## config.mk

```make
export PLATFORM = sky130hd
export DESIGN_NAME = csf_status_flags
export DESIGN_NICKNAME = d
export VERILOG_FILES = /design/src/csf_pkg.sv /design/src/csf_edge_det.sv /design/src/csf_status_flags.sv
export VERILOG_INCLUDE_DIRS = /design/src
export SDC_FILE = /design/constraint.sdc
export NUM_CORES = 1
export LEC_CHECK = 0
export BUFFER_PORTS_ARGS = -buffer_cell sky130_fd_sc_hd__buf_2
export CAP_MARGIN = 20
export CORE_ASPECT_RATIO = 0.75
export CORE_UTILIZATION = 51
export DETAILED_ROUTE_END_ITERATION = 8
export PLACE_DENSITY_LB_ADDON = 0.25
export RECOVER_POWER = 50
export SYNTH_ARGS = -nofsm -noshare
export SYNTH_HDL_FRONTEND = slang
export SYNTH_SLANG_ARGS = --single-unit
```

## constraint.sdc

```tcl
create_clock -name clk_i -period 1.65 [get_ports clk_i]
set_input_delay 0.165 -clock clk_i [delete_from_list [all_inputs] [get_ports clk_i]]
set_output_delay 0.165 -clock clk_i [all_outputs]
set_load 0.005 [all_outputs]
```

## src/csf_cfg.svh

```systemverilog
/*
 Offsets, field positions, reset values and masks of the charger status and event flag bank.
 Assumes inclusion by bare name from the package and modules.
*/
`ifndef CSF_CFG_SVH
`define CSF_CFG_SVH
`define CSF_OFF_STATUS_ONE   8'h0b
`define CSF_OFF_STATUS_TWO   8'h0c
`define CSF_OFF_THERMISTOR   8'h0d
`define CSF_OFF_FAULT        8'h0e
`define CSF_OFF_FLAGS_ONE    8'h0f
`define CSF_OFF_FLAGS_TWO    8'h10
`define CSF_FLAGS_RESET      8'h00
`define CSF_FLAGS_ONE_USED   8'hf9
`define CSF_FLAGS_TWO_USED   8'h97
`define CSF_BIT_CONV_DONE    7
`define CSF_BIT_ICUR         6
`define CSF_BIT_IVOLT        5
`define CSF_BIT_THERM        4
`define CSF_BIT_WDOG         3
`define CSF_BIT_PHASE        0
`define CSF_BIT_PGOOD        7
`define CSF_BIT_SOURCE       4
`define CSF_BIT_TZONE        2
`define CSF_BIT_OPT          1
`define CSF_BIT_MINSYS       0
`define CSF_PHASE_RESERVED   3'h7
`define CSF_OPT_RESERVED     2'h3
`endif

```

## src/csf_pkg.sv

```systemverilog
/*
 Types of the charger status and event flag bank.
 Assumes csf_cfg.svh is on the include path.
*/
`include "csf_cfg.svh"
package csf_pkg;
   // Live conditions from the analog and control sections
   typedef struct packed {
      logic       conv_done;
      logic       input_current_loop_active;
      logic       input_voltage_loop_active;
      logic       thermal_loop_active;
      logic       watchdog_expired_status;
      logic [2:0] charge_phase;
      logic       input_power_good;
      logic [2:0] source_type;
      logic [1:0] optimizer_state;
      logic       min_system_loop_active;
      logic [2:0] thermistor_zone;
      logic       input_overvoltage_status;
      logic       thermal_shutdown_status;
      logic       battery_overvoltage_status;
      logic       safety_timer_expired_status;
   } csf_cond_s;
   typedef enum logic [1:0] {CSF_EDGE_RISE, CSF_EDGE_ANY} csf_edge_e;
endpackage

```

## src/csf_edge_det.sv

```systemverilog
/*
 Change detector for one condition field: flags a rise of the lsb or any change.
 Assumes prev_i is the field delayed one clock, by the same clock; neither is reset, so valid_i masks the first compare.
*/
`timescale 1ns/10ps
`include "csf_cfg.svh"
module csf_edge_det
   import csf_pkg::*;
#(
   parameter int        W    = 1,
   parameter csf_edge_e KIND = CSF_EDGE_ANY
) (
   // Field now and one clock ago
   input  wire logic [W-1:0] cur_i,
   input  wire logic [W-1:0] prev_i,
   input  wire logic         valid_i,
   // Event
   output logic              evt_o
);
   wire logic rise_w = cur_i[0] & ~prev_i[0];
   wire logic diff_w = (cur_i != prev_i);
   assign evt_o = valid_i & ((KIND == CSF_EDGE_RISE) ? rise_w : diff_w);
endmodule // csf_edge_det

```

## src/csf_status_flags.sv

```systemverilog
/*
 Charger status and read-to-clear event flag registers.
 Assumes conditions are asynchronous to clk_i and are synchronised here; the
 serial port logic presents one-cycle read strobes with an address and takes
 data on the cycle after the strobe.
*/
`timescale 1ns/10ps
`include "csf_cfg.svh"
module csf_status_flags
   import csf_pkg::*;
(
   // Clock and reset
   input  wire logic       clk_i,
   input  wire logic       resetn_i,
   // Register reset command, one-cycle pulse
   input  wire logic       reg_reset_i,
   // Live conditions
   input  wire csf_cond_s  cond_i,
   input  wire logic       conv_continuous_i,
   // Event masks
   input  wire logic [7:0] mask_one_i,
   input  wire logic [7:0] mask_two_i,
   // Register read port
   input  wire logic       rd_i,
   input  wire logic [7:0] rd_addr_i,
   output logic [7:0]      rd_data_o,
   output logic            rd_valid_o,
   // Interrupt pulse to the host side
   output logic            int_pulse_o
);
   // Two-stage synchroniser on all condition inputs
   csf_cond_s cond_s1_r;
   csf_cond_s cond_r;
   csf_cond_s prev_r;
   logic      cont_s1_r;
   logic      cont_r;
   logic      prev_ok_r;
   logic [7:0] flags_one_r;
   logic [7:0] flags_two_r;
   logic [7:0] rd_data_r;
   logic       rd_valid_r;
   logic       int_r;

   always_ff @(posedge clk_i) begin
      cond_s1_r <= cond_i;
      cond_r    <= cond_s1_r;
      cont_s1_r <= conv_continuous_i;
      cont_r    <= cont_s1_r;
      prev_r    <= cond_r;
   end

   // Suppresses false events on the first compare after reset
   always_ff @(posedge clk_i) begin
      if (!resetn_i) begin
         prev_ok_r <= 1'b0;
      end else begin
         prev_ok_r <= 1'b1;
      end
   end

   // Live status images, not reset
   wire logic       done_w = cond_r.conv_done & ~cont_r;
   wire logic [7:0] stat_one_w = {done_w,
                                  cond_r.input_current_loop_active,
                                  cond_r.input_voltage_loop_active,
                                  cond_r.thermal_loop_active,
                                  cond_r.watchdog_expired_status,
                                  cond_r.charge_phase};
   wire logic [7:0] stat_two_w = {cond_r.input_power_good,
                                  cond_r.source_type,
                                  1'b0,
                                  cond_r.optimizer_state,
                                  cond_r.min_system_loop_active};
   wire logic [7:0] stat_tz_w = {5'h00, cond_r.thermistor_zone};
   wire logic [7:0] stat_flt_w = {cond_r.input_overvoltage_status,
                                  cond_r.thermal_shutdown_status,
                                  cond_r.battery_overvoltage_status,
                                  cond_r.safety_timer_expired_status,
                                  4'h0};

   // Event detection
   logic [7:0] ev_one_w;
   logic [7:0] ev_two_w;
   logic       prev_done_w;
   assign prev_done_w = prev_r.conv_done & ~cont_r;

   csf_edge_det #(.W(1), .KIND(CSF_EDGE_RISE)) u_done (
      .cur_i   (done_w),
      .prev_i  (prev_done_w),
      .valid_i (prev_ok_r),
      .evt_o   (ev_one_w[`CSF_BIT_CONV_DONE])
   );

   // Input current, input voltage and thermal loops and watchdog each get their own rising-edge detector
   localparam int LOOPS = 4;
   wire logic [LOOPS-1:0] loop_cur_w = stat_one_w[6:3];
   wire logic [LOOPS-1:0] loop_prev_w = {prev_r.input_current_loop_active,
                                         prev_r.input_voltage_loop_active,
                                         prev_r.thermal_loop_active,
                                         prev_r.watchdog_expired_status};
   genvar g;
   generate
      for (g = 0; g < LOOPS; g++) begin : g_loop
         csf_edge_det #(.W(1), .KIND(CSF_EDGE_RISE)) u_rise (
            .cur_i   (loop_cur_w[g]),
            .prev_i  (loop_prev_w[g]),
            .valid_i (prev_ok_r),
            .evt_o   (ev_one_w[3+g])
         );
      end
   endgenerate

   csf_edge_det #(.W(3), .KIND(CSF_EDGE_ANY)) u_phase (
      .cur_i   (cond_r.charge_phase),
      .prev_i  (prev_r.charge_phase),
      .valid_i (prev_ok_r),
      .evt_o   (ev_one_w[`CSF_BIT_PHASE])
   );
   assign ev_one_w[2:1] = 2'h0;

   csf_edge_det #(.W(1), .KIND(CSF_EDGE_ANY)) u_pg (
      .cur_i   (cond_r.input_power_good),
      .prev_i  (prev_r.input_power_good),
      .valid_i (prev_ok_r),
      .evt_o   (ev_two_w[`CSF_BIT_PGOOD])
   );
   csf_edge_det #(.W(3), .KIND(CSF_EDGE_ANY)) u_src (
      .cur_i   (cond_r.source_type),
      .prev_i  (prev_r.source_type),
      .valid_i (prev_ok_r),
      .evt_o   (ev_two_w[`CSF_BIT_SOURCE])
   );
   csf_edge_det #(.W(3), .KIND(CSF_EDGE_ANY)) u_tz (
      .cur_i   (cond_r.thermistor_zone),
      .prev_i  (prev_r.thermistor_zone),
      .valid_i (prev_ok_r),
      .evt_o   (ev_two_w[`CSF_BIT_TZONE])
   );
   csf_edge_det #(.W(2), .KIND(CSF_EDGE_ANY)) u_opt (
      .cur_i   (cond_r.optimizer_state),
      .prev_i  (prev_r.optimizer_state),
      .valid_i (prev_ok_r),
      .evt_o   (ev_two_w[`CSF_BIT_OPT])
   );
   csf_edge_det #(.W(1), .KIND(CSF_EDGE_ANY)) u_min (
      .cur_i   (cond_r.min_system_loop_active),
      .prev_i  (prev_r.min_system_loop_active),
      .valid_i (prev_ok_r),
      .evt_o   (ev_two_w[`CSF_BIT_MINSYS])
   );
   assign ev_two_w[6:5] = 2'h0;
   assign ev_two_w[3]   = 1'b0;

   // Read decode
   wire logic rd_f1_w = rd_i & (rd_addr_i == `CSF_OFF_FLAGS_ONE);
   wire logic rd_f2_w = rd_i & (rd_addr_i == `CSF_OFF_FLAGS_TWO);

   function automatic logic [7:0] read_mux(input logic [7:0] a,
                                          input logic [7:0] s1, input logic [7:0] s2,
                                          input logic [7:0] tz, input logic [7:0] fl,
                                          input logic [7:0] f1, input logic [7:0] f2);
      case (a)
         `CSF_OFF_STATUS_ONE: read_mux = s1;
         `CSF_OFF_STATUS_TWO: read_mux = s2;
         `CSF_OFF_THERMISTOR: read_mux = tz;
         `CSF_OFF_FAULT:      read_mux = fl;
         `CSF_OFF_FLAGS_ONE:  read_mux = f1;
         `CSF_OFF_FLAGS_TWO:  read_mux = f2;
         default:             read_mux = 8'h00;
      endcase
   endfunction

   // Continuous conversion hides the done flag
   wire logic [7:0] f1_view_w = flags_one_r & ~{cont_r, 7'h00};
   wire logic [7:0] rd_mux_w = read_mux(rd_addr_i, stat_one_w, stat_two_w, stat_tz_w,
                                        stat_flt_w, f1_view_w, flags_two_r);

   // Clear exactly what is returned; a same-cycle event wins the set
   wire logic [7:0] clr_one_w = rd_f1_w ? f1_view_w : 8'h00;
   wire logic [7:0] clr_two_w = rd_f2_w ? flags_two_r : 8'h00;
   wire logic [7:0] f1_nxt = ((flags_one_r & ~clr_one_w) | ev_one_w)
                             & `CSF_FLAGS_ONE_USED & ~{cont_r, 7'h00};
   wire logic [7:0] f2_nxt = ((flags_two_r & ~clr_two_w) | ev_two_w) & `CSF_FLAGS_TWO_USED;
   wire logic       int_nxt = |(ev_one_w & ~mask_one_i) | |(ev_two_w & ~mask_two_i);

   always_ff @(posedge clk_i) begin
      if (!resetn_i || reg_reset_i) begin
         flags_one_r <= `CSF_FLAGS_RESET;
         flags_two_r <= `CSF_FLAGS_RESET;
      end else begin
         flags_one_r <= f1_nxt;
         flags_two_r <= f2_nxt;
      end
   end

   always_ff @(posedge clk_i) begin
      if (!resetn_i) begin
         rd_data_r  <= 8'h00;
         rd_valid_r <= 1'b0;
         int_r      <= 1'b0;
      end else begin
         rd_data_r  <= rd_i ? rd_mux_w : rd_data_r;
         rd_valid_r <= rd_i;
         int_r      <= int_nxt;
      end
   end

   assign rd_data_o   = rd_data_r;
   assign rd_valid_o  = rd_valid_r;
   assign int_pulse_o = int_r;
endmodule // csf_status_flags

```

* Yosys cells after proc, flatten, opt, wreduce, memory -nomap -nowiden
Cells that the tools add are included.
** Word-level totals
- Register bits after elaboration :: 91
- Bits of input ports :: 51
- Output and inout port bits :: 10
- Word-level logic and storage cells :: 110
** Operators by class
- Equal/unequal tests :: 12
- Mux-type cells :: 4
- Bitwise logic cells :: 40
- Reduce and logical (&&, ||, !) cells :: 4
** Operator list (number)
- $and A8 B8 Y8 :: 6
- $pmux W8 S6 :: 1
- $eq A8 B4 Y1 const B :: 5
- $not A8 Y8 :: 5
- $and A1 B1 Y1 :: 20
- $mux W8 :: 2
- $or A8 B8 Y8 :: 2
- $reduce_or A8 Y1 :: 2
- $ne A3 B3 Y1 :: 3
- $eq A8 B5 Y1 const B :: 1
- $not A1 Y1 :: 6
- $ne A1 B1 Y1 :: 2
- $ne A2 B2 Y1 :: 1
- $logic_not A1 Y1 :: 1
- $logic_or A1 B1 Y1 :: 1
- $mux W1 :: 1
- $or A1 B1 Y1 :: 1

* Logic depth before layout (Yosys ltp)
- Depth after elaboration :: 8
- Mapped depth :: 7
- Gate-level depth less buffers :: 5

* Modules after synthesis
A second synthesis with hierarchy kept.
** Second synthesis, totals
- Cell total of the unflattened synthesis :: 227
- Area, all modules :: 2625.0 µm²
** By module, submodules not included
- csf_status_flags :: instances 1, cells each 203, area each 2421.1 µm², sequential area each 1721.7 µm²
- csf_edge_det (u_phase ...) :: instances 3, cells each 4, area each 35.0 µm², sequential area each 0.0 µm²
- csf_edge_det (g_loop[0].u_rise ...) :: instances 5, cells each 1, area each 8.8 µm², sequential area each 0.0 µm²
- csf_edge_det (u_min ...) :: instances 2, cells each 2, area each 15.0 µm², sequential area each 0.0 µm²
- csf_edge_det (u_opt) :: instances 1, cells each 3, area each 25.0 µm², sequential area each 0.0 µm²

* Least setup slack after synthesis
OpenSTA, ideal clock, no wires.
- Path type :: input-to-reg
- From :: input rd_addr_i[2]
- To :: register rd_data_r[7] (netlist: rd_data_o[7])
- Setup time :: 125 ps
- Arrival time :: 1162 ps
- Data required time :: 1525 ps
- Path slack :: 363 ps
- Cell stages on the path :: 7
- Buffers on the path :: 2
- Path through :: buf_4 nor2_1 and3_4 buf_6 a32o_1 a221oi_2 o21ai_1
** On the way
- Longest elaborated chain between the ends :: 2
- Elaborated cells between the ends (all ways) :: 7
- Classes of those cells :: 6 x eq/ne; 1 x mux
** RTL lines
- start: declaration :: line csf_status_flags.sv:25 : input wire logic [7:0] rd_addr_i,
- $eq A8 B5 Y1 / $eq A8 B4 Y1 (equally long branches) :: line csf_status_flags.sv:162 : case (a)
- $pmux W8 S6 * :: line csf_status_flags.sv:162
- end signal: assignment :: line csf_status_flags.sv:202 : rd_data_r <= rd_i ? rd_mux_w : rd_data_r;
- end: declaration :: line csf_status_flags.sv:40 : logic [7:0] rd_data_r;
Every way passes the cells marked *; elsewhere a longest branch is shown, timed or not.
A chain may end at the register's enable or synchronous reset.

* Worst setup path after layout
- From :: register cond_r[10] in the netlist's numbering
- To :: register int_r (netlist: int_pulse_o)
** On the way
- Longest elaborated chain between the ends :: 5
** RTL lines
- start: declaration :: line csf_status_flags.sv:33 : csf_cond_s cond_r;
- start signal: assignment :: line csf_status_flags.sv:46 : cond_r <= cond_s1_r;
- $ne A3 B3 Y1 :: line csf_edge_det.sv:21 : wire logic diff_w = (cur_i != prev_i);
- $and A1 B1 Y1 :: line csf_edge_det.sv:22 : assign evt_o = valid_i & ((KIND == CSF_EDGE_RISE) ? rise_w : diff_w);
- $and A8 B8 Y8 :: line csf_status_flags.sv:184 : wire logic int_nxt = |(ev_one_w & ~mask_one_i) | |(ev_two_w & ~mask_two_i);
- $reduce_or A8 Y1 :: line csf_status_flags.sv:184
- $or A1 B1 Y1 :: line csf_status_flags.sv:184
- end signal: assignment :: line csf_status_flags.sv:204 : int_r <= int_nxt;
- end: declaration :: line csf_status_flags.sv:42 : logic int_r;
No other way between the ends.

==> impl_summary.log <==
INFO  metric run_status = finished, violations left
INFO  metric failed_checks = DRC
INFO  metric power.density = about 1200 nW/um^2
INFO  metric io_pins = approximately 60
INFO  metric cell_with_the_most_instances_after_synthesis = dfxtp_1
INFO  metric drt-vias-per-instance = just under 5
INFO  metric path_class = reg -> reg
INFO  metric floorplan.die.height = roughly 64 um
INFO  metric seqCellArea = approximately 1700 um^2
INFO  metric yosys-top-cells-count = dfxtp_1 (86), nand2_1 (21), a21oi_1 (13), nor2_1 (13), xor2_1 (7)
INFO  metric drt_iter0_drc = 102
INFO  metric synth_area = roughly 2600 um^2
INFO  metric worstSetupStartpoint = cond_r[10]
INFO  metric synth_cell_type_count = 38
INFO  metric pin_count_of_the_biggest_net_entering_global_routing = 15
INFO  metric synth.avg_cell_area = 11.9 um^2
INFO  metric grtUsageMet3 = 9.70%
INFO  metric fin_crit_sh = between 80% and 90%
INFO  metric wl_per_cell = 13.1 um
INFO  metric stdcell_area = 3370 um^2
INFO  metric hp-class = in -> reg
INFO  metric globalplace.congestion = 0.846
INFO  metric synthArstFlopShare = 0%
INFO  metric relSlewSlack = between 60% and 70%
INFO  metric number_of_drc_violations_after_detailed_routing = 8
INFO  metric worst_slew_pin_slew = about 450 ps
INFO  metric num-nets-final = around 350
INFO  metric multi_input_gate_area_in_the_final_layout = slightly above 800 um^2
INFO  metric worst_setup_hold_path_clk_slew = 80 ps
INFO  metric final-hold-violation-count = 0
INFO  metric critPathCaptureType = flop
INFO  metric critical_path_peak_fanout = 3
INFO  metric synth_warnings = 0
INFO  metric detail_route.first_pass.iterations = 6
INFO  metric synth-edff-count = 0
INFO  metric synth_top_area_share = between 60 and 70%
INFO  metric grt_remaining_overflow = 0
INFO  metric clk_path_buf_depth = 2
INFO  metric fillerInstances = approximately 370
INFO  metric gr-usage-met1 = between 20% and 30%
INFO  metric routed-via-count = 1805
INFO  metric cts-htree-levels = 3
INFO  metric clock-skew-final = approximately 2.0 ps
INFO  metric synth_cells = ~220
INFO  metric groute.usage.overall = 19.9%
INFO  metric setup_viol_count_final = 0
INFO  metric hold_path_startpoint = rd_i
INFO  metric drv_slew = 0
INFO  metric grt_antenna_before_repair = 0
INFO  metric postSynthRegisterBits = 86
INFO  metric die-area = 5360 um^2
INFO  metric floorplan.initialDensity = 53.0%
INFO  metric cts_inserted_buffers = 9
INFO  metric final_layout_size_suffix_gt1_share = between 20% and 30%
INFO  metric n_antenna_cell = 0
INFO  metric worst_hold_margin = around 140 ps
INFO  metric synth_nets = approximately 270
INFO  metric detailed_place.area = 2910 um^2
INFO  metric synth.largest_area_cell = dfxtp_1
INFO  metric core_area = 4870 um^2
INFO  metric max_cap_violations = 0
INFO  metric max_freq = between 0.7 and 0.8 GHz
INFO  metric dp.final_hpwl = roughly 3.4 mm
INFO  metric final.min_clock_period = 1420 ps
INFO  metric synth_area_leaders = dfxtp_1 (67%), nand2_1 (3.1%), mux2_2 (2.6%), a21oi_1 (2.5%), xor2_1 (2.4%)
INFO  metric crit_path_start_kind = flop
INFO  metric cts_num_sinks = 86
INFO  metric routed_wirelength = slightly below 5 mm
INFO  metric share_of_the_yosys_chip_area_belonging_to_registers = approximately two thirds
INFO  metric power.leakage = 1.42 nW
INFO  metric worstSkewPairLatency = roughly 350 ps
INFO  metric max-vdd-ir-drop = approximately 730 uV
INFO  metric final.setup.tns = 0 ps
INFO  metric dominantRegCellSynth = dfxtp_1
INFO  metric critical_path_required = approximately 1900 ps
INFO  metric arrival = approximately 1700 ps
INFO  metric vias_in_the_first_global_route = 1686
INFO  metric tritoncts = yes
INFO  metric postcts_resize_cnt = 0
INFO  metric cts_root_buf = clkbuf_8
INFO  metric grt.met2_usage = a little under a third
INFO  metric unrepaired_setup_endpoints_after_global_routing = no
INFO  metric worst_r2r_startpoint = cond_r[10]
INFO  metric rows = 22
INFO  metric top_usage_layer = met2
INFO  metric dieWidth = 84.2 um
INFO  metric first_pass_grt_wire_length = around 7.7 mm
INFO  metric area.growth.synth_to_final = 30.5%
INFO  metric final_antenna_net_count = 0
INFO  metric port_buffers = 55
-- per-stage QoR --
step	total power, mW	instances	worst slack, ps	util, %
6_report	4.05	368	231	69.2
5_1_grt	4.21	368	147	69.2
4_1_cts	4.09	368	291	69.2
2_1_floorplan	2.37	217	363	-
3_3_place_gp	2.46	328	177	59.7
3_5_place_dp	2.47	328	163	59.7
-- cell usage in the layout, fill, tap and decap left out, types with 2 or more instances in the layout --
cell           instances
mux2i_1                3
clkbuf_8              10
mux2_2                 6
a31oi_1                3
buf_2                 55
nor2b_1                3
nand2b_1               2
a21oi_1               13
and2_1                 2
buf_4                  2
nor2_1                13
o21ai_0                5
dlygate4sd3_1         24
a222oi_1               3
bufinv_16              2
dfxtp_1               86
a22oi_1                3
o21ai_1                4
nand2_1               21
o22ai_1                2
and3_4                 2
xor2_1                 7
nand3_1                5
nor3_1                 5
nand3b_1               3
xnor2_1                6
-- state kept, by name (all words and copies together) (netlist names) --
name,flops
loop_prev_w,4
cont_s1_r,1
flags_one_r,6
flags_two_r,5
cond_r,22
cond_s1_r,22
cont_r,1
prev_ok_r,1
rd_data_o,8
rd_valid_o,1
int_pulse_o,1
prev_r,14
-- timing repair --
item                                   in CTS  in global routing
hold buffers                               24                  0
setup buffers                               0                  0
endpoints found under the hold margin      24                  0
-- layout make-up --
class	count	area share (%)
clock inverters	5	2.41
multi-input cells	124	24.2
clock buffers	11	4.20
well taps	60	2.23
inverters	1	0.111
flip-flops and latches	86	51.1
repair buffers	81	15.7
-- kinds of logic (layout without fill, tap and decap cells) --
logic type,Yosys count,count (layout),synth area share (%)
DFF,86,86,66.7
xor gates and xnor gates,13,13,4.41
and+or+nand+nor,62,62,12.8
muxes,9,9,3.78
AOI/OAI and AO/OA,40,40,10.6
buffers and inverters,7,98,1.74
-- per-layer routing --
layer	part of all wire, %	vias up
met5	0	-
met3	6.3	6
met1	49	817
li1	-	931
met4	1.2	0
met2	44	51
-- report_power, final --
part / leakage, nW / switching [mW] / internal (mW) / total [mW]
Combinational: 0.594 / 0.107 / 0.140 / 0.247
Sequential: 0.719 / 0.0454 / 2.17 / 2.22
Clock: 0.110 / 0.684 / 0.896 / 1.58
Total: 1.42 / 0.836 / 3.21 / 4.05
-- worst max-delay path, cell delays in order, from the launching register on --
cell,delay (ps)
dfxtp_1,340
xor2_1,170
o31ai_1,300
nor2_1,70
nor3_1,300
a31oi_1,120
-- final timing paths --
kind | endpoint | slack (ps) | cells after the start
setup / recovery | int_pulse_o | 230 | 5
hold / removal | rd_data_o[3] | 140 | 3
setup reg to reg | int_pulse_o | 230 | 5
hold reg to reg | cond_r[9] | 330 | 0
Note: power is estimated with default switching activity, not from simulation.
